<file path="src/core/sdes_pkg.sv">
// Constants and types shared by the drop event status block
// Function
// Two independent capture sets hold two drops
// Every drop interrupt source is maskable
// Bit 0 pending sets on drop, read clears
// Bit 1 flags set A valid, read clears
// Set A: reason 7:4, port 3:2, read clear
// Bit 8 flags set B valid, read clears
// Set B: reason 14:11, port 10:9; upper zero
// Port codes 00,01,10; 11 never reported
// Code 0000: tagged-only admit, untagged packet
// Codes 0001/0101: source not VLAN member
// Codes 0010/0011: source/destination not forwarding
// Code 0100: found destination not VLAN member
// Codes 0110/0111: unknown unicast/multicast discard
// Code 1000: broadcast over rate limit
// Code 1001: unknown destination, source not forwarding
// Codes 1010/1011: same port, filter bit
// Code 1110 for VLAN FFFh; others reserved
// Mask bit defaults set, leaves status alone
// Fill A first, then B; else pending only
package sdes_pkg;
  typedef logic [3:0] sdes_reason_type; // Drop reason code
  typedef logic [1:0] sdes_port_type; // Source port code
  // Register indexes; byte address is four times the index
  localparam logic [15:0] SDES_IDX_MASK = 16'h1880;
  localparam logic [15:0] SDES_IDX_STATUS = 16'h1881;
  localparam logic [15:0] SDES_IDX_EVT = 16'h1882;
  localparam logic [15:0] SDES_IDX_EVT_CLR = 16'h1883;
  localparam logic [15:0] SDES_IDX_EVT_EN = 16'h1884;
  localparam logic [15:0] SDES_ADDR_MASK = {SDES_IDX_MASK[13:0], 2'h0};
  localparam logic [15:0] SDES_ADDR_STATUS = {SDES_IDX_STATUS[13:0], 2'h0};
  localparam logic [15:0] SDES_ADDR_EVT = {SDES_IDX_EVT[13:0], 2'h0};
  localparam logic [15:0] SDES_ADDR_EVT_CLR = {SDES_IDX_EVT_CLR[13:0], 2'h0};
  localparam logic [15:0] SDES_ADDR_EVT_EN = {SDES_IDX_EVT_EN[13:0], 2'h0};
  // Field positions of the status word
  localparam int SDES_BIT_PEND = 0;
  localparam int SDES_BIT_A_VALID = 1;
  localparam int SDES_LSB_A_PORT = 2;
  localparam int SDES_LSB_A_REASON = 4;
  localparam int SDES_BIT_B_VALID = 8;
  localparam int SDES_LSB_B_PORT = 9;
  localparam int SDES_LSB_B_REASON = 11;
  localparam int SDES_USED_BITS = 15;
  // Event status bits: 0 captured, 1 lost
  localparam int SDES_EVT_CAPT = 0;
  localparam int SDES_EVT_LOST = 1;
  // Reset values
  localparam logic SDES_MASK_RST = 1'h1;
  localparam logic [1:0] SDES_EVT_EN_RST = 2'h3;
  localparam logic [1:0] SDES_EVT_RST = 2'h0;
  // Port codes
  localparam sdes_port_type SDES_PORT_RSVD = 2'h3;
  // Reason codes
  localparam sdes_reason_type SDES_RSN_UNTAGGED = 4'h0;
  localparam sdes_reason_type SDES_RSN_UNK_SRC_NONMEM = 4'h1;
  localparam sdes_reason_type SDES_RSN_SRC_NOFWD = 4'h2;
  localparam sdes_reason_type SDES_RSN_DST_NOFWD = 4'h3;
  localparam sdes_reason_type SDES_RSN_DST_NONMEM = 4'h4;
  localparam sdes_reason_type SDES_RSN_KNOWN_SRC_NONMEM = 4'h5;
  localparam sdes_reason_type SDES_RSN_UNK_UNICAST = 4'h6;
  localparam sdes_reason_type SDES_RSN_UNK_MULTICAST = 4'h7;
  localparam sdes_reason_type SDES_RSN_BCAST_LIMIT = 4'h8;
  localparam sdes_reason_type SDES_RSN_UNK_SRC_NOFWD = 4'h9;
  localparam sdes_reason_type SDES_RSN_SAME_PORT = 4'hA;
  localparam sdes_reason_type SDES_RSN_FILTER = 4'hB;
  localparam sdes_reason_type SDES_RSN_VLAN_FFF = 4'hE;
endpackage

</file>
<file path="src/core/sdes_reason_enc.sv">
// Drop reason encoder: turns drop conditions into a reason code
`timescale 1ns/1ps
module sdes_reason_enc (
  input wire logic tagged_only_admit,
  input wire logic ingress_member_check,
  input wire logic nonmember_admit,
  input wire logic unknown_unicast_discard,
  input wire logic unknown_multicast_discard,
  input wire logic untagged_or_prio,
  input wire logic vlan_id_fff,
  input wire logic pkt_bcast,
  input wire logic pkt_mcast,
  input wire logic bcast_over_limit,
  input wire logic dst_found,
  input wire logic src_forwarding,
  input wire logic dst_forwarding,
  input wire logic src_in_vlan,
  input wire logic dst_in_vlan,
  input wire logic same_port,
  input wire logic entry_filter,
  output sdes_pkg::sdes_reason_type code,
  output logic known
);
  logic unknown_path; // Destination unknown or broadcast
  logic src_nonmember; // Source fails the ingress membership check
  assign unknown_path = ~dst_found | pkt_bcast;
  assign src_nonmember = ingress_member_check & ~nonmember_admit & ~src_in_vlan;
  // Fixed priority; the reserved codes can never come out of this
  always_comb
  begin
    code = sdes_pkg::SDES_RSN_UNTAGGED;
    known = 1'b1;
    if (vlan_id_fff)
      code = sdes_pkg::SDES_RSN_VLAN_FFF;
    else if (tagged_only_admit & untagged_or_prio)
      code = sdes_pkg::SDES_RSN_UNTAGGED;
    else if (pkt_bcast & bcast_over_limit)
      code = sdes_pkg::SDES_RSN_BCAST_LIMIT;
    else if (unknown_path)
    begin
      if (src_nonmember)
        code = sdes_pkg::SDES_RSN_UNK_SRC_NONMEM;
      else if (~src_forwarding)
        code = sdes_pkg::SDES_RSN_UNK_SRC_NOFWD;
      else if (unknown_unicast_discard & ~pkt_mcast & ~pkt_bcast)
        code = sdes_pkg::SDES_RSN_UNK_UNICAST;
      else if (unknown_multicast_discard & pkt_mcast & ~pkt_bcast)
        code = sdes_pkg::SDES_RSN_UNK_MULTICAST;
      else
        known = 1'b0; // No documented cause
    end
    else
    begin
      if (~src_forwarding)
        code = sdes_pkg::SDES_RSN_SRC_NOFWD;
      else if (~dst_forwarding)
        code = sdes_pkg::SDES_RSN_DST_NOFWD;
      else if (src_nonmember)
        code = sdes_pkg::SDES_RSN_KNOWN_SRC_NONMEM;
      else if (ingress_member_check & ~dst_in_vlan)
        code = sdes_pkg::SDES_RSN_DST_NONMEM;
      else if (same_port)
        code = sdes_pkg::SDES_RSN_SAME_PORT;
      else if (entry_filter)
        code = sdes_pkg::SDES_RSN_FILTER;
      else
        known = 1'b0; // No documented cause
    end
  end
endmodule // sdes_reason_enc

</file>
<file path="src/core/sdes_capture_set.sv">
// One capture set: valid flag, reason and source port
`timescale 1ns/1ps
module sdes_capture_set (
  input wire logic clk,
  input wire logic rst_n,
  input wire logic clr,
  input wire logic load,
  input sdes_pkg::sdes_reason_type reason_in,
  input sdes_pkg::sdes_port_type port_in,
  output logic valid_reg,
  output sdes_pkg::sdes_reason_type reason_reg,
  output sdes_pkg::sdes_port_type port_reg
);
  // Load beats clear so a drop in the read cycle is kept
  always_ff @(posedge clk)
  begin
    if (!rst_n)
    begin
      valid_reg <= 1'b0;
      reason_reg <= 4'h0;
      port_reg <= 2'h0;
    end
    else if (load)
    begin
      valid_reg <= 1'b1;
      reason_reg <= reason_in;
      port_reg <= port_in;
    end
    else if (clr)
    begin
      valid_reg <= 1'b0;
      reason_reg <= 4'h0;
      port_reg <= 2'h0;
    end
  end
endmodule // sdes_capture_set

</file>
<file path="src/core/sdes_top.sv">
// Drop event status block: two capture sets, register port and interrupt
`timescale 1ns/1ps
module sdes_top (
  input wire logic CLK,
  input wire logic RST_N,
  // Register port
  input wire logic [15:0] ADDR,
  input wire logic [31:0] WDATA,
  input wire logic WR,
  input wire logic RD,
  output logic [31:0] RDATA,
  output logic IRQ,
  // Drop report from the forwarding engine, same clock
  input wire logic DROP_VALID,
  input wire logic [1:0] DROP_SRC_PORT,
  // Switch configuration
  input wire logic TAGGED_ONLY_ADMIT,
  input wire logic INGRESS_MEMBER_CHECK,
  input wire logic NONMEMBER_ADMIT,
  input wire logic UNKNOWN_UNICAST_DISCARD,
  input wire logic UNKNOWN_MULTICAST_DISCARD,
  // Packet and lookup facts for the dropped packet
  input wire logic PKT_UNTAGGED_OR_PRIO,
  input wire logic PKT_VLAN_ID_FFF,
  input wire logic PKT_BCAST,
  input wire logic PKT_MCAST,
  input wire logic BCAST_OVER_LIMIT,
  input wire logic DST_FOUND,
  input wire logic SRC_FORWARDING,
  input wire logic DST_FORWARDING,
  input wire logic SRC_IN_VLAN,
  input wire logic DST_IN_VLAN,
  input wire logic SAME_PORT,
  input wire logic ENTRY_FILTER
);
  // Address compare, shared by the read and write decode
  function automatic logic addr_hit(input logic [15:0] addr, input logic [15:0] target);
    addr_hit = (addr == target);
  endfunction

  sdes_pkg::sdes_reason_type drop_code; // Encoded reason of the current drop
  logic drop_known; // Drop has a documented cause
  logic capturable; // Drop can go into a set
  logic status_rd; // Read of the status word this cycle
  logic a_eff; // Set A still valid after this cycle's read clear
  logic b_eff; // Set B still valid after this cycle's read clear
  logic load_a; // Capture into set A
  logic load_b; // Capture into set B
  logic drop_lost; // Drop with no room or no reportable code
  logic a_valid; // Set A valid flag
  logic b_valid; // Set B valid flag
  sdes_pkg::sdes_reason_type a_reason; // Set A reason
  sdes_pkg::sdes_reason_type b_reason; // Set B reason
  sdes_pkg::sdes_port_type a_port; // Set A source port
  sdes_pkg::sdes_port_type b_port; // Set B source port
  logic pend_reg; // Summary pending bit
  logic mask_reg; // Engine interrupt mask
  logic [1:0] evt_reg; // Sticky interrupt events
  logic [1:0] evt_next; // Next value of the sticky events
  logic [1:0] evt_en_reg; // Event enables
  logic [31:0] status_word; // Assembled status word
  logic [31:0] rdata_reg; // Read data, valid one cycle after the strobe
  logic [31:0] rdata_next; // Read data to be registered

  // Turn the packet facts into a reason code
  sdes_reason_enc u_enc (
    .tagged_only_admit(TAGGED_ONLY_ADMIT),
    .ingress_member_check(INGRESS_MEMBER_CHECK),
    .nonmember_admit(NONMEMBER_ADMIT),
    .unknown_unicast_discard(UNKNOWN_UNICAST_DISCARD),
    .unknown_multicast_discard(UNKNOWN_MULTICAST_DISCARD),
    .untagged_or_prio(PKT_UNTAGGED_OR_PRIO),
    .vlan_id_fff(PKT_VLAN_ID_FFF),
    .pkt_bcast(PKT_BCAST),
    .pkt_mcast(PKT_MCAST),
    .bcast_over_limit(BCAST_OVER_LIMIT),
    .dst_found(DST_FOUND),
    .src_forwarding(SRC_FORWARDING),
    .dst_forwarding(DST_FORWARDING),
    .src_in_vlan(SRC_IN_VLAN),
    .dst_in_vlan(DST_IN_VLAN),
    .same_port(SAME_PORT),
    .entry_filter(ENTRY_FILTER),
    .code(drop_code),
    .known(drop_known)
  );

  // Reserved port code never reaches a set; the drop flags pending and the lost event
  assign capturable = DROP_VALID & drop_known
    & (DROP_SRC_PORT != sdes_pkg::SDES_PORT_RSVD);

  // Reading the status word clears every field in it
  assign status_rd = RD & addr_hit(ADDR, sdes_pkg::SDES_ADDR_STATUS);

  // Occupancy as seen after the read clear, so a read and a drop in
  // the same cycle leave the new drop in set A
  assign a_eff = a_valid & ~status_rd;
  assign b_eff = b_valid & ~status_rd;

  // Fill order: A first, then B, otherwise nothing is stored
  assign load_a = capturable & ~a_eff;
  assign load_b = capturable & a_eff & ~b_eff;
  assign drop_lost = DROP_VALID & ~load_a & ~load_b;

  // Capture set A
  sdes_capture_set u_set_a (
    .clk(CLK),
    .rst_n(RST_N),
    .clr(status_rd),
    .load(load_a),
    .reason_in(drop_code),
    .port_in(DROP_SRC_PORT),
    .valid_reg(a_valid),
    .reason_reg(a_reason),
    .port_reg(a_port)
  );

  // Capture set B, independent of A
  sdes_capture_set u_set_b (
    .clk(CLK),
    .rst_n(RST_N),
    .clr(status_rd),
    .load(load_b),
    .reason_in(drop_code),
    .port_in(DROP_SRC_PORT),
    .valid_reg(b_valid),
    .reason_reg(b_reason),
    .port_reg(b_port)
  );

  // Summary pending bit; a drop in the read cycle wins over the clear
  always_ff @(posedge CLK)
  begin
    if (!RST_N)
      pend_reg <= 1'b0;
    else if (DROP_VALID)
      pend_reg <= 1'b1;
    else if (status_rd)
      pend_reg <= 1'b0;
  end

  // Engine mask; only gates the output, never touches status
  always_ff @(posedge CLK)
  begin
    if (!RST_N)
      mask_reg <= sdes_pkg::SDES_MASK_RST;
    else if (WR && addr_hit(ADDR, sdes_pkg::SDES_ADDR_MASK))
      mask_reg <= WDATA[0];
  end

  // Event enables
  always_ff @(posedge CLK)
  begin
    if (!RST_N)
      evt_en_reg <= sdes_pkg::SDES_EVT_EN_RST;
    else if (WR && addr_hit(ADDR, sdes_pkg::SDES_ADDR_EVT_EN))
      evt_en_reg <= WDATA[1:0];
  end

  // Sticky events: write-one-to-clear, a new event wins over the clear
  always_comb
  begin
    evt_next = evt_reg;
    if (WR && addr_hit(ADDR, sdes_pkg::SDES_ADDR_EVT_CLR))
      evt_next = evt_next & ~WDATA[1:0];
    evt_next[sdes_pkg::SDES_EVT_CAPT] = evt_next[sdes_pkg::SDES_EVT_CAPT] | load_a | load_b;
    evt_next[sdes_pkg::SDES_EVT_LOST] = evt_next[sdes_pkg::SDES_EVT_LOST] | drop_lost;
  end

  // Event register
  always_ff @(posedge CLK)
  begin
    if (!RST_N)
      evt_reg <= sdes_pkg::SDES_EVT_RST;
    else
      evt_reg <= evt_next;
  end

  // One level output; the mask holds every source back
  assign IRQ = ~mask_reg & (|(evt_reg & evt_en_reg));

  // Status word layout, upper bits tied to zero
  always_comb
  begin
    status_word = 32'h0;
    status_word[sdes_pkg::SDES_BIT_PEND] = pend_reg;
    status_word[sdes_pkg::SDES_BIT_A_VALID] = a_valid;
    status_word[sdes_pkg::SDES_LSB_A_PORT +: 2] = a_port;
    status_word[sdes_pkg::SDES_LSB_A_REASON +: 4] = a_reason;
    status_word[sdes_pkg::SDES_BIT_B_VALID] = b_valid;
    status_word[sdes_pkg::SDES_LSB_B_PORT +: 2] = b_port;
    status_word[sdes_pkg::SDES_LSB_B_REASON +: 4] = b_reason;
  end

  // Read mux; unmapped and write-only addresses read as zero
  always_comb
  begin
    rdata_next = 32'h0;
    if (RD)
    begin
      case (ADDR)
        sdes_pkg::SDES_ADDR_STATUS: rdata_next = status_word;
        sdes_pkg::SDES_ADDR_MASK: rdata_next = {31'h0, mask_reg};
        sdes_pkg::SDES_ADDR_EVT: rdata_next = {30'h0, evt_reg};
        sdes_pkg::SDES_ADDR_EVT_EN: rdata_next = {30'h0, evt_en_reg};
        default: rdata_next = 32'h0;
      endcase
    end
  end

  // Read data stand only in the cycle after the strobe
  always_ff @(posedge CLK)
  begin
    if (!RST_N)
      rdata_reg <= 32'h0;
    else
      rdata_reg <= rdata_next;
  end

  assign RDATA = rdata_reg;
endmodule // sdes_top

</file>
<file path="config.mk">
export PLATFORM = sky130hd
export DESIGN_NAME = sdes_top
export DESIGN_NICKNAME = d
export VERILOG_FILES = /design/src/core/sdes_pkg.sv /design/src/core/sdes_reason_enc.sv /design/src/core/sdes_capture_set.sv /design/src/core/sdes_top.sv
export SDC_FILE = /design/constraint.sdc
export NUM_CORES = 1
export LEC_CHECK = 0
export BUFFER_PORTS_ARGS = -buffer_cell sky130_fd_sc_hd__buf_2
export CORE_UTILIZATION = 43
export CTS_CLUSTER_DIAMETER = 60
export DETAILED_ROUTE_END_ITERATION = 16
export GPL_TIMING_DRIVEN = 0
export PLACE_DENSITY = 0.79
export SETUP_SLACK_MARGIN = 0.2
export SLEW_MARGIN = 30
export SYNTH_ARGS = -nofsm -noshare
export SYNTH_HDL_FRONTEND = slang
export SYNTH_SLANG_ARGS = --single-unit
export TNS_END_PERCENT = 10
</file>
<file path="constraint.sdc">
create_clock -name CLK -period 2.5 [get_ports CLK]
set_input_delay 0 -clock CLK [delete_from_list [all_inputs] [get_ports CLK]]
set_output_delay 0 -clock CLK [all_outputs]
set_load 0.01 [all_outputs]
</file>
### Word-level counts from Yosys, hierarchy flattened

Index checks and enable logic that the tools add are counted.

* equality and inequality tests: 6
* mux-type cells: 40
* bitwise gates (word level): 39
* reductions and logical operators: 8

Operators with widths (number)
* $eq 16x15->1 const B: 5
* $mux 4: 16
* $pmux 15 s4: 1
* $and 1x1->1: 20
* $mux 1: 18
* $not 1->1: 12
* $mux 2: 4
* $reduce_bool 2->1: 3
* $and 2x2->2: 2
* $or 1x1->1: 4
* $logic_and 1x1->1: 3
* $mux 3: 1
* $ne 2x2->1 const B: 1
* $not 2->2: 1
* $reduce_and 2->1: 1
* $reduce_or 2->1: 1

* register bits after elaboration: 52
* bits of input ports: 72
* logic and storage cells: 104

### Longest topological paths before layout

Gate-level depths: netlist of the first run.

* depth after elaboration: 17
* gate-level depth with buffers: 7

### Modules after synthesis

Synthesis of the first run repeated with hierarchy kept, for this count alone.

* cells, all modules: 212
* area total of the unflattened synthesis: 1891.8 um2

By module, submodules not included
* sdes_top: instances 1, cells an instance 116, area each 1052.3 um2, sequential area each 420.4 um2
* sdes_capture_set: instances 2, cells an instance 30, area each 302.8 um2, sequential area each 140.1 um2
* sdes_reason_enc: instances 1, cells an instance 36, area each 234.0 um2, sequential area each 0.0 um2

### Worst setup path before layout of the first run

No wires, ideal clock.

* kind: input to register
* start point: in PKT_BCAST
* end point: reg u_set_a.port_reg[1]
* setup time: 0.114 ns
* arrival: 1.396 ns
* setup slack: 0.990 ns
* stages: 7
* buffers on the path: 2
* cell sequence: buf_2 -> nand3b_1 -> a2111o_1 -> a21boi_4 -> or3b_1 -> buf_6 -> a2bb2o_4

* cells in the longest elaborated chain, start to end: 14
* elaborated cells between the ends (all ways): 18
* those cells by class: mux (9); bitwise (8); reduce/logical (1)

RTL lines
* start, declared: RTL line sdes_top.sv:25 `input wire logic PKT_BCAST,`
* $not 1->1: RTL line sdes_reason_enc.sv:45, sdes_reason_enc.sv:47
* $and 1x1->1: RTL line sdes_reason_enc.sv:47 `else if (unknown_multicast_discard & pkt_mcast & ~pkt_bcast)`
* $mux 1: RTL line sdes_reason_enc.sv:47
* $mux 1: RTL line sdes_reason_enc.sv:45 `else if (unknown_unicast_discard & ~pkt_mcast & ~pkt_bcast)`
* $mux 1: RTL line sdes_reason_enc.sv:43 `else if (~src_forwarding)`
* $mux 1: RTL line sdes_reason_enc.sv:41 `if (src_nonmember)`
* $mux 1: RTL line sdes_reason_enc.sv:39 `else if (unknown_path)`
* $mux 1 (*): RTL line sdes_reason_enc.sv:37 `else if (pkt_bcast & bcast_over_limit)`
* $mux 1 (*): RTL line sdes_reason_enc.sv:35 `else if (tagged_only_admit & untagged_or_prio)`
* $mux 1 (*): RTL line sdes_reason_enc.sv:33 `if (vlan_id_fff)`
* $and 1x1->1 (*): RTL line sdes_top.sv:89 `assign capturable = DROP_VALID & drop_known`
* $and 1x1->1 (*): RTL line sdes_top.sv:90 `& (DROP_SRC_PORT != sdes_pkg::SDES_PORT_RSVD);`
* $and 1x1->1 (*): RTL line sdes_top.sv:101 `assign load_a = capturable & ~a_eff;`
* $mux 2 or $reduce_bool 2->1 (tied branches)
* end signal, assigned: RTL line sdes_capture_set.sv:27 `port_reg <= port_in;`
* end, declared: RTL line sdes_capture_set.sv:12 `output sdes_pkg::sdes_port_type port_reg`

Mark *: on every way between the ends. The rest lies on a longest branch, timed or not.
A chain may end at the register's enable or synchronous reset.

### Final worst setup path of the first run

* start point: reg u_set_a.valid_reg
* end point: reg u_set_b.reason_reg[3]

* cells in the longest elaborated chain, start to end: 4
* elaborated cells between the ends (all ways): 5
* those cells by class: mux (1); bitwise (3); reduce/logical (1)

RTL lines
* start, declared: RTL line sdes_capture_set.sv:10 `output logic valid_reg,`
* start signal, assigned: RTL line sdes_capture_set.sv:19 `valid_reg <= 1'b0;`
* start signal, assigned: RTL line sdes_capture_set.sv:25 `valid_reg <= 1'b1;`
* start signal, assigned: RTL line sdes_capture_set.sv:31 `valid_reg <= 1'b0;`
* $and 1x1->1 (*): RTL line sdes_top.sv:97 `assign a_eff = a_valid & ~status_rd;`
* $and 1x1->1 (*) (2 in a row): RTL line sdes_top.sv:102 `assign load_b = capturable & a_eff & ~b_eff;`
* $mux 4 or $reduce_bool 2->1 (tied branches)
* end signal, assigned: RTL line sdes_capture_set.sv:26 `reason_reg <= reason_in;`
* end, declared: RTL line sdes_capture_set.sv:11 `output sdes_pkg::sdes_reason_type reason_reg,`

Marks and branches as above.

==> metrics.yaml, run 1 <==
status:
  status: "finished clean"
placement:
  port_buffers: 54
  hpwlAfterDp_mm: 2.82
  gp_congestion: 0.853
  place_area_um2: 2160
final_layout:
  largest_reg_flops: 15
  fin_util_pct: 59.5
  diodes: 0
  fillCellCount: 350
  drive_gt1_share_pct: 33.8
  multi_input_area_um2: 950
  regArea_um2: 701
  area_growth_pct: 27.9
  layout.nets: 342
  final_area_um2: 2260
clock_network:
  insertion_delay_ns: 0.28
  numCtsBuffers: 5
  path_clk_slew_ns: 0.06
  cts_hold_buf: 3
  htree_levels: 2
  root_buffer: "clkbuf_8"
  clockBufferDepth: 2
  cts_sinks: 35
  cts-resized-gates: 0
  post-cts-setup-buffer-count: 0
  cts_tree: "done"
logic_synthesis:
  syn-instance-count: 190
  syn_area_um2: 1770
  synth.distinct_cells: 47
  avgSynthCellArea_um2: 9.30
  ys.warnings.count: 0
  synth_area_leaders: "dfxtp_1, buf_4, mux2i_1, and3_1, nand2_1"
  netlist.area_leader.share_pct: 39.6
  netlist_top_cells_count: "dfxtp_1, nand2_1, buf_4"
  ys_seq_area_share_pct: 39.6
  synth_largest_area_cell: "dfxtp_1"
  synthArstFlopShare_pct: 0
  synth-edff-count: 0
  synth_seq_cells: 35
  ys.flop_type: "dfxtp_1"
  yosysMostFrequentCell: "dfxtp_1"
timing:
  worstMarginPinSlew_ns: 0.608
  setup_tns_ns: 0
  slew_violations: 0
  holdWs_ns: 0.0256
  slew_headroom_pct: 59.1
  post-route-period-util_pct: 57.8
  rsz0062_at_grt: "no"
  hold_violations: 0
  skew_ns: 0.00200
  period_needed_ns: 1.44
  finalSetupViolations: 0
  fmax_mhz: 693
floorplan:
  rows: 22
  num_io_pins: 105
  die_h_um: 66.1
  die_area_um2: 4370
  die_w_um: 66.1
  coreArea_um2: 3800
  initial_core_util_pct: 46.5
global_routing:
  grt_pass1_vias: 1372
  grt_pass1_wl_mm: 5.99
  grt-ovfl-total: 0
  antenna_found_initial: 0
  track_usage_pct: 18.3
  grt_start_max_net_pins: 11
detailed_routing:
  vias: 1565
  drtIter0Drc: 60
  drc: 0
  drt-total-wl_mm: 3.53
  ant_nets: 0
  firstDrtPassIters: 4
  routed_via_density: 4.94
  routedWlPerCell_um: 11.1
worst_setup_path:
  crit_path_max_fanout: 6
  crit_type: "flop to flop"
  end_kind: "flop"
  path_buf_inv: 0
  crit_required_ns: 2.71
  crit_path_top_delay_cell: "nor4_4"
  crit_chain: "a21bo_4 > nor4_4 > mux2i_1"
  crit_path_max_incr_delay_ns: 0.46
  cp.arrival_ns: 1.65
  startpoint_type: "flop"
  path_delay_family: "simple AND/OR/NAND/NOR gates"
worst_hold_path:
  hp-class: "input pin to flop"
power_and_ir_drop:
  p_total_uw: 1120
  ir_drop_mv: 0.195
  power.density_nw_per_um2: 497
  p_leak_uw: 0.00106
job:
  max_cap_viol_count: 0
[placed cells by master, fill, tap and decap left out, drive strengths merged, types with 2 or more instances in the layout]
cell / Yosys / routed
buf: 21 / 75
dfxtp: 35 / 35
nand2: 20 / 20
conb: 1 / 17
and3: 14 / 14
mux2i: 11 / 11
a21oi: 10 / 10
clkbuf: 4 / 10
nor2: 9 / 9
nand3: 8 / 8
o2bb2ai: 5 / 5
o211ai: 5 / 5
o31ai: 4 / 4
nor2b: 4 / 4
o21ai: 3 / 3
o21a: 3 / 3
dlygate4sd3: 0 / 3
nor4b: 3 / 3
nor4: 3 / 3
a22oi: 2 / 2
nor4bb: 2 / 2
nand3b: 2 / 2
inv: 2 / 2
nor3b: 2 / 2
or3b: 2 / 2
[logic make-up after synthesis]
logic type	Yosys count	share of synthesized area (%)
multiplexers	11	6.23
flip-flops	35	39.6
other	1	0.212
buffers and inverters	27	10.0
AO/OA/AOI/OAI	41	18.4
AND/OR/NAND/NOR	75	25.5
[power breakdown]
group | leakage (µW) | switching (µW) | total (µW) | internal, µW
sequential | 0.000284 | 11.1 | 585 | 574
combinational | 0.000738 | 90.9 | 182 | 90.6
clock | 0.0000371 | 173 | 358 | 185
total | 0.00106 | 275 | 1120 | 850
[worst reg2reg max path, delay by kind of cell (launching register included)]
family / cells / cell delay, ns
multiplexers: 1 / 0.25
AND/OR/NAND/NOR: 1 / 0.46
flip-flops: 1 / 0.40
AO/OA/AOI/OAI: 1 / 0.27
[per-layer routing]
| metal | vias up | GRT usage (%) | part of all wire [%] |
|---|---|---|---|
| met3 | 6 | 4.31 | 5.9 |
| met1 | 690 | 24.4 | 48 |
| met4 | 0 | 8.78 | 2.0 |
| met2 | 56 | 27.4 | 44 |
| met5 | - | 0 | 0 |
| li1 | 813 | - | - |
[area by class of cell]
cell class              instances  area share [%]
plain buffers                  25            7.53
clock buffers                   6            3.21
inverters                       2           0.332
multi-input cells             144            42.0
flip-flops and latches         35            31.0
well taps                      48            2.66
repair buffers                 57            13.3
[final timing paths]
kind                                           start                                 end  slack (ns)  depth (start not counted)
setup / recovery      u_set_a.valid_reg$_SDFFE_PN0P_  u_set_b.reason_reg[3]$_SDFFE_PN0P_        1.06                          3
hold / removal                      DROP_SRC_PORT[0]    u_set_a.port_reg[0]$_SDFFE_PN0P_        0.03                          3
setup reg to reg      u_set_a.valid_reg$_SDFFE_PN0P_  u_set_b.reason_reg[3]$_SDFFE_PN0P_        1.06                          3
hold reg to reg   u_set_a.reason_reg[3]$_SDFFE_PN0P_  u_set_a.reason_reg[3]$_SDFFE_PN0P_        0.46                          1
[stage by stage]
| stage | std cells | setup WS [ns] |
|---|---|---|
| after floorplan | 206 | 0.990 |
| after global placement | 308 | 0.845 |
| after detailed placement | 308 | 0.830 |
| after CTS | 317 | 1.05 |
| after global routing | 317 | 0.972 |
| final | 317 | 1.06 |
No activity file was read; power rests on OpenSTA's default activity.
==> run 2, diff against run 1 <==
==> constraint.sdc (replaced) <==
create_clock -name CLK -period 1.4 [get_ports CLK]
set_input_delay 0 -clock CLK [delete_from_list [all_inputs] [get_ports CLK]]
set_output_delay 0 -clock CLK [all_outputs]
set_load 0.01 [all_outputs]
==> run 2 against run 1 <==
Sequential cell count unchanged. Clock skew up 0.0024 ns. Sequential power grew 79%. First-iteration DRC count up 18%. Non-clock buffer count increased by 4. Via count up 2.0%. Critical path depth increased by 5. Setup slack lost 1.0 ns. Critical endpoint is now u_set_a.port_reg[1]$_SDFFE_PN0P_.
==> metrics.yaml, run 2 (same netlist as run 1, synthesis figures left out) <==
power_and_ir_drop:
  power.density_nw_per_um2: 1000
  ir_drop_mv: 0.465
  p_leak_uw: 0.00115
floorplan:
  num_io_pins: 105
  rows: 22
  die_w_um: 66.1
  coreArea_um2: 3800
  initial_core_util_pct: 46.5
  die_h_um: 66.1
  die_area_um2: 4370
worst_setup_path:
  crit_type: "input pin to flop"
  r2r_slack_ns: 0.09
  crit_path_max_fanout: 6
  cp.arrival_ns: 1.61
  startpoint_type: "input pin"
  crit_chain: "buf_6 > nor4b_4 > and4_1 > buf_6 > a21bo_4 > or3b_4 > buf_6 > a2bb2o_4"
  end_kind: "flop"
  reg2reg_to: "u_set_a.port_reg[1]$_SDFFE_PN0P_"
  crit_path_max_incr_delay_ns: 0.37
  timing.rr.start: "u_set_a.valid_reg$_SDFFE_PN0P_"
  crit_required_ns: 1.64
  cpMostUsedCell: "buf_6"
  crit_path_top_delay_cell: "or3b_4"
  reg2regPathDepth: 4
detailed_routing:
  drtIter0Drc: 71
  routed-wl-met2_mm: 1.82
  routed_via_density: 4.94
  routedWlPerCell_um: 12.0
  highest_layer: "met4"
  ant_nets: 0
  routed-wl-met3_um: 222
  vias: 1597
  wl_met1_mm: 1.77
  drc: 0
  firstDrtPassIters: 4
  drt-total-wl_mm: 3.87
worst_hold_path:
  hp-class: "input pin to flop"
  min_to: "u_set_a.port_reg[0]$_SDFFE_PN0P_"
  hold_depth: 3
  min-delay-start: "DROP_SRC_PORT[0]"
global_routing:
  grt-ovfl-total: 0
  grt_pass1_vias: 1392
  track_usage_pct: 18.1
  grt_start_max_net_pins: 12
  antenna_found_initial: 0
  grt_pass1_wl_mm: 6.03
clock_network:
  root_buffer: "clkbuf_8"
  htree_levels: 2
  numCtsBuffers: 5
  path_clk_slew_ns: 0.07
  cts_tree: "done"
  insertion_delay_ns: 0.28
  clockBufferDepth: 2
  cts_sinks: 35
final_layout:
  layout_common_cells: "buf_2, dfxtp_1, nand2_1, buf_4, conb_1"
  drive_gt1_share_pct: 37.1
  final_area_um2: 2450
  fillCellCount: 317
  final_common_cell: "buf_2"
  diodes: 0
  layout.nets: 346
  largest_reg_flops: 15
  area_growth_pct: 38.8
placement:
  gp_congestion: 0.890
  detailedPlace.worstSlack_ns: -0.273
  hpwlAfterDp_mm: 2.84
  port_buffers: 54
  place_area_um2: 2180
timing:
  post-route-period-util_pct: 97.7
  fmax_mhz: 731
  hold_violations: 0
  skew_ns: 0.00444
  slew_violations: 0
  rsz0062_at_grt: "yes"
  period_needed_ns: 1.37
  finalSetupViolations: 0
  setup_slack_ns: 0.0324
status:
  status: "finished clean"
job:
  max_cap_viol_count: 0
## run 2: cell count changes in the layout (fill, tap and decap cells not counted), moves of 2 or more
| cell | change |
|---|---|
| nor4b_2 | -2 |
| buf_6 | +8 |
| bufinv_16 | +2 |
| buf_2 | -6 |
| nor4b_4 | +3 |
| buf_4 | +2 |
## run 2: metal layers
layer,vias to the layer above,track usage [%]
li1,825,-
met1,715,23.3
met2,52,28.7
met3,5,4.31
met4,0,7.45
met5,-,0
## run 2: cell type report
type | count | area [µm²] | share of cell area (%)
sequential | 35 | 704 | 28.7
timing repair buffer | 61 | 372 | 15.1
clock inverter | 2 | 60.1 | 2.45
tap | 48 | 60.1 | 2.45
multi-input combinational | 144 | 1000 | 40.9
clock buffer | 6 | 72.6 | 2.96
inverter | 2 | 7.51 | 0.306
buffer | 25 | 174 | 7.09
## run 2: worst max-delay path by stage
| stage | from | endpoint | slack (ns) |
|---|---|---|---|
| 3_5_place_dp | INGRESS_MEMBER_CHECK | u_set_b.reason_reg[2]$_SDFFE_PN0P_ | -0.27 |
| 6_report | ADDR[0] | u_set_a.port_reg[1]$_SDFFE_PN0P_ | 0.03 |
| 5_1_grt | ADDR[8] | u_set_a.port_reg[1]$_SDFFE_PN0P_ | 0.002 |
| 3_3_place_gp | ADDR[12] | u_set_a.port_reg[1]$_SDFFE_PN0P_ | -0.24 |
| 2_1_floorplan | ADDR[12] | u_set_a.port_reg[1]$_SDFFE_PN0P_ | -0.05 |
| 4_1_cts | ADDR[12] | evt_en_reg[0]$_SDFFE_PN1P_ | 0.06 |
## run 2: repair_timing
| action | 4_1_cts | 5_1_grt |
|---|---|---|
| pin swaps | 2 | 7 |
| hold endpoints to repair | 5 | 0 |
| setup buffers | 2 | 2 |
| gates resized for setup | 3 | 13 |
| setup endpoints to repair | 14 | 24 |
| hold buffers | 3 | 0 |
## run 2: report_power, final
group          internal [µW]  leakage (µW)  switching, µW
Clock                    711     0.0000654            348
Combinational            183      0.000800            175
Sequential              1020      0.000285           20.7
## run 2: metrics by stage
| stage | total power (µW) | instances | TNS [ns] | utilization, % | hold slack (ns) |
|---|---|---|---|---|---|
| 6_report | 2460 | 323 | 0 | 64.6 | 0.0344 |
| 5_1_grt | 2550 | 323 | 0 | 64.6 | 0.0345 |
| 4_1_cts | 2460 | 321 | 0 | 62.2 | 0.0253 |
| 3_5_place_dp | 1390 | 308 | -3.59 | 57.3 | 0.249 |
| 3_3_place_gp | 1380 | 308 | -3.13 | 57.3 | 0.245 |
| 2_1_floorplan | 1280 | 206 | -0.0486 | - | 0.117 |
## run 2: critical path: cells and delay by family
kind                   cells  cell delay (ns)
and+or+nand+nor            3             0.91
buffers and inverters      3             0.35
AOI/OAI and AO/OA          2             0.34
==> run 3, diff against run 2 <==
--- a/config.mk
+++ b/config.mk
@@ -11,6 +11,7 @@
 export DETAILED_ROUTE_END_ITERATION = 16
 export GPL_TIMING_DRIVEN = 0
 export PLACE_DENSITY = 0.79
+export RECOVER_POWER = 50
 export SETUP_SLACK_MARGIN = 0.2
 export SLEW_MARGIN = 30
 export SYNTH_ARGS = -nofsm -noshare
==> constraint.sdc (replaced) <==
create_clock -name CLK -period 1.6 [get_ports CLK]
set_input_delay 0 -clock CLK [delete_from_list [all_inputs] [get_ports CLK]]
set_output_delay 0 -clock CLK [all_outputs]
set_load 0.01 [all_outputs]
==> run 3 against run 2 <==
Routed wire length down 5.3%. Clock power shrank 13%. Largest cell class unchanged. Clock-buffer cell count did not move. Sequential share of layout area up 1.4 points. Register-to-register slack improved by 0.16 ns. Critical endpoint is now u_set_a.reason_reg[1]$_SDFFE_PN0P_. Sequential cell count stayed put. Total power fell by 13%. Final area decreased by 5.0%. Global-route usage about the same. Non-clock buffer count is 3 lower.
==> metrics.yaml, run 3 (same netlist as run 1, synthesis figures left out) <==
power_and_ir_drop:
  p_seq_share_pct: 42.9
  internal_power_uw: 1670
  power.density_nw_per_um2: 915
  combinationalPowerShare_pct: 13.7
  p_leak_uw: 0.00103
  p_switching_uw: 469
  clockPowerShare_pct: 43.4
  ir_drop_mv: 0.373
  p_sw_share_pct: 22.0
final_layout:
  final_common_cell: "buf_2"
  layout_common_cells: "buf_2, dfxtp_1, clkbuf_1"
  largest_reg_flops: 15
  drive_gt1_share_pct: 28.7
  fin_util_pct: 61.4
  final_area_um2: 2330
  diodes: 0
  fillCellCount: 332
  area_growth_pct: 31.8
  layout.nets: 343
job:
  max_cap_viol_count: 0
worst_setup_path:
  crit_required_ns: 1.82
  timing.rr.start: "u_set_a.valid_reg$_SDFFE_PN0P_"
  path_buf_inv: 1
  reg2reg_to: "u_set_b.reason_reg[2]$_SDFFE_PN0P_"
  startpoint_type: "input pin"
  crit_path_top_delay_cell: "a21oi_1"
  crit_path_max_fanout: 10
  r2r_slack_ns: 0.25
  crit_type: "input pin to flop"
  reg2regPathDepth: 4
  end_kind: "flop"
  path_delay_family: "compound AO/OA/AOI/OAI gates"
  crit_chain: "clkbuf_1 > and2b_2 > a21oi_1 > o31a_1 > o2bb2ai_1"
  crit_path_max_incr_delay_ns: 0.43
  cp.arrival_ns: 1.59
timing:
  fmax_mhz: 730
  setup_tns_ns: 0
  slew_violations: 0
  hold_violations: 0
  skew_ns: 0.00499
  holdWs_ns: 0.0376
  rsz0062_at_grt: "yes"
  post-route-period-util_pct: 85.6
  period_needed_ns: 1.37
  finalSetupViolations: 0
clock_network:
  clockBufferDepth: 2
  numCtsBuffers: 5
  root_buffer: "clkbuf_8"
  insertion_delay_ns: 0.28
  path_clk_slew_ns: 0.07
  cts_sinks: 35
  cts_tree: "done"
  htree_levels: 2
floorplan:
  die_h_um: 66.1
  rows: 22
  num_io_pins: 105
  coreArea_um2: 3800
  die_w_um: 66.1
  initial_core_util_pct: 46.5
  die_area_um2: 4370
detailed_routing:
  drt-total-wl_mm: 3.67
  firstDrtPassIters: 4
  vias: 1589
  drtIter0Drc: 47
  routedWlPerCell_um: 11.5
  drc: 0
  ant_nets: 0
  routed_via_density: 4.97
global_routing:
  grt-ovfl-total: 0
  grt_pass1_wl_mm: 6.01
  antenna_found_initial: 0
  track_usage_pct: 18.1
  grt_start_max_net_pins: 12
  grt_pass1_vias: 1396
worst_hold_path:
  hold_depth: 3
  min-delay-start: "DROP_SRC_PORT[0]"
  hp-class: "input pin to flop"
  min_to: "u_set_a.port_reg[0]$_SDFFE_PN0P_"
placement:
  port_buffers: 54
  gp_congestion: 0.890
  place_area_um2: 2180
  hpwlAfterDp_mm: 2.84
status:
  status: "finished clean"
==> run 3: cell count changes in the layout (fill, tap and decap cells not counted), sizes merged <==
cell	change
buf	-20
clkbuf	+17
==> run 3: cell type report <==
class / count / area (µm²) / share of cell area [%]
multi-input cells: 144 / 972 / 41.7
flip-flops and latches: 35 / 702 / 30.1
repair buffers: 58 / 287 / 12.3
plain buffers: 25 / 170 / 7.30
clock buffers: 6 / 72.6 / 3.11
clock inverters: 2 / 60.1 / 2.58
well taps: 48 / 60.1 / 2.58
inverters: 2 / 7.51 / 0.322
==> run 3: worst max path at each step <==
stage / cells after the start / to / from / slack [ns]
6_report: 5 / u_set_a.reason_reg[1]$_SDFFE_PN0P_ / ADDR[3] / 0.23
3_5_place_dp: 6 / u_set_b.reason_reg[2]$_SDFFE_PN0P_ / INGRESS_MEMBER_CHECK / -0.07
3_3_place_gp: 8 / u_set_a.port_reg[1]$_SDFFE_PN0P_ / ADDR[12] / -0.04
2_1_floorplan: 7 / u_set_a.port_reg[1]$_SDFFE_PN0P_ / ADDR[12] / 0.15
5_1_grt: 5 / u_set_a.reason_reg[0]$_SDFFE_PN0P_ / ADDR[3] / 0.13
4_1_cts: 4 / u_set_b.reason_reg[2]$_SDFFE_PN0P_ / u_set_a.valid_reg$_SDFFE_PN0P_ / 0.24
==> run 3: power groups by stage <==
stage	registers, µW	clock network [µW]	logic [µW]
after detailed placement	933	0	281
after floorplan	928	0	191
after CTS	914	942	291
after global routing	916	975	323
final	914	926	293
after global placement	933	0	277
==> run 3: per-layer routing <==
layer | up-vias | part of all wire (%) | track usage, %
li1 | 815 | - | -
met1 | 702 | 44 | 23.0
met4 | 0 | 2.1 | 8.24
met3 | 7 | 8.0 | 4.48
met5 | - | 0 | 0
met2 | 65 | 45 | 28.4
==> run 3: repair_timing <==
action | 4_1_cts | 5_1_grt
endpoints found under the hold margin | 5 | 0
hold buffers | 3 | 0
pin swaps | 1 | 0
setup endpoints to repair | 4 | 9
resized for setup | 1 | 1
buffers inserted | 1 | 0
==> run 3: worst register-to-register path, cell delays in order (launching register included) <==
cell	delay, ns
dfxtp_2	0.37
a21bo_4	0.25
nor4_4	0.26
buf_4	0.21
mux2i_1	0.20
==> run 3: stage by stage <==
stage / total power, µW / setup slack [ns] / cells
3_3_place_gp: 1210 / -0.0410 / 308
3_5_place_dp: 1210 / -0.0728 / 308
5_1_grt: 2210 / 0.130 / 320
6_report: 2130 / 0.230 / 320
2_1_floorplan: 1120 / 0.151 / 206
4_1_cts: 2150 / 0.243 / 320
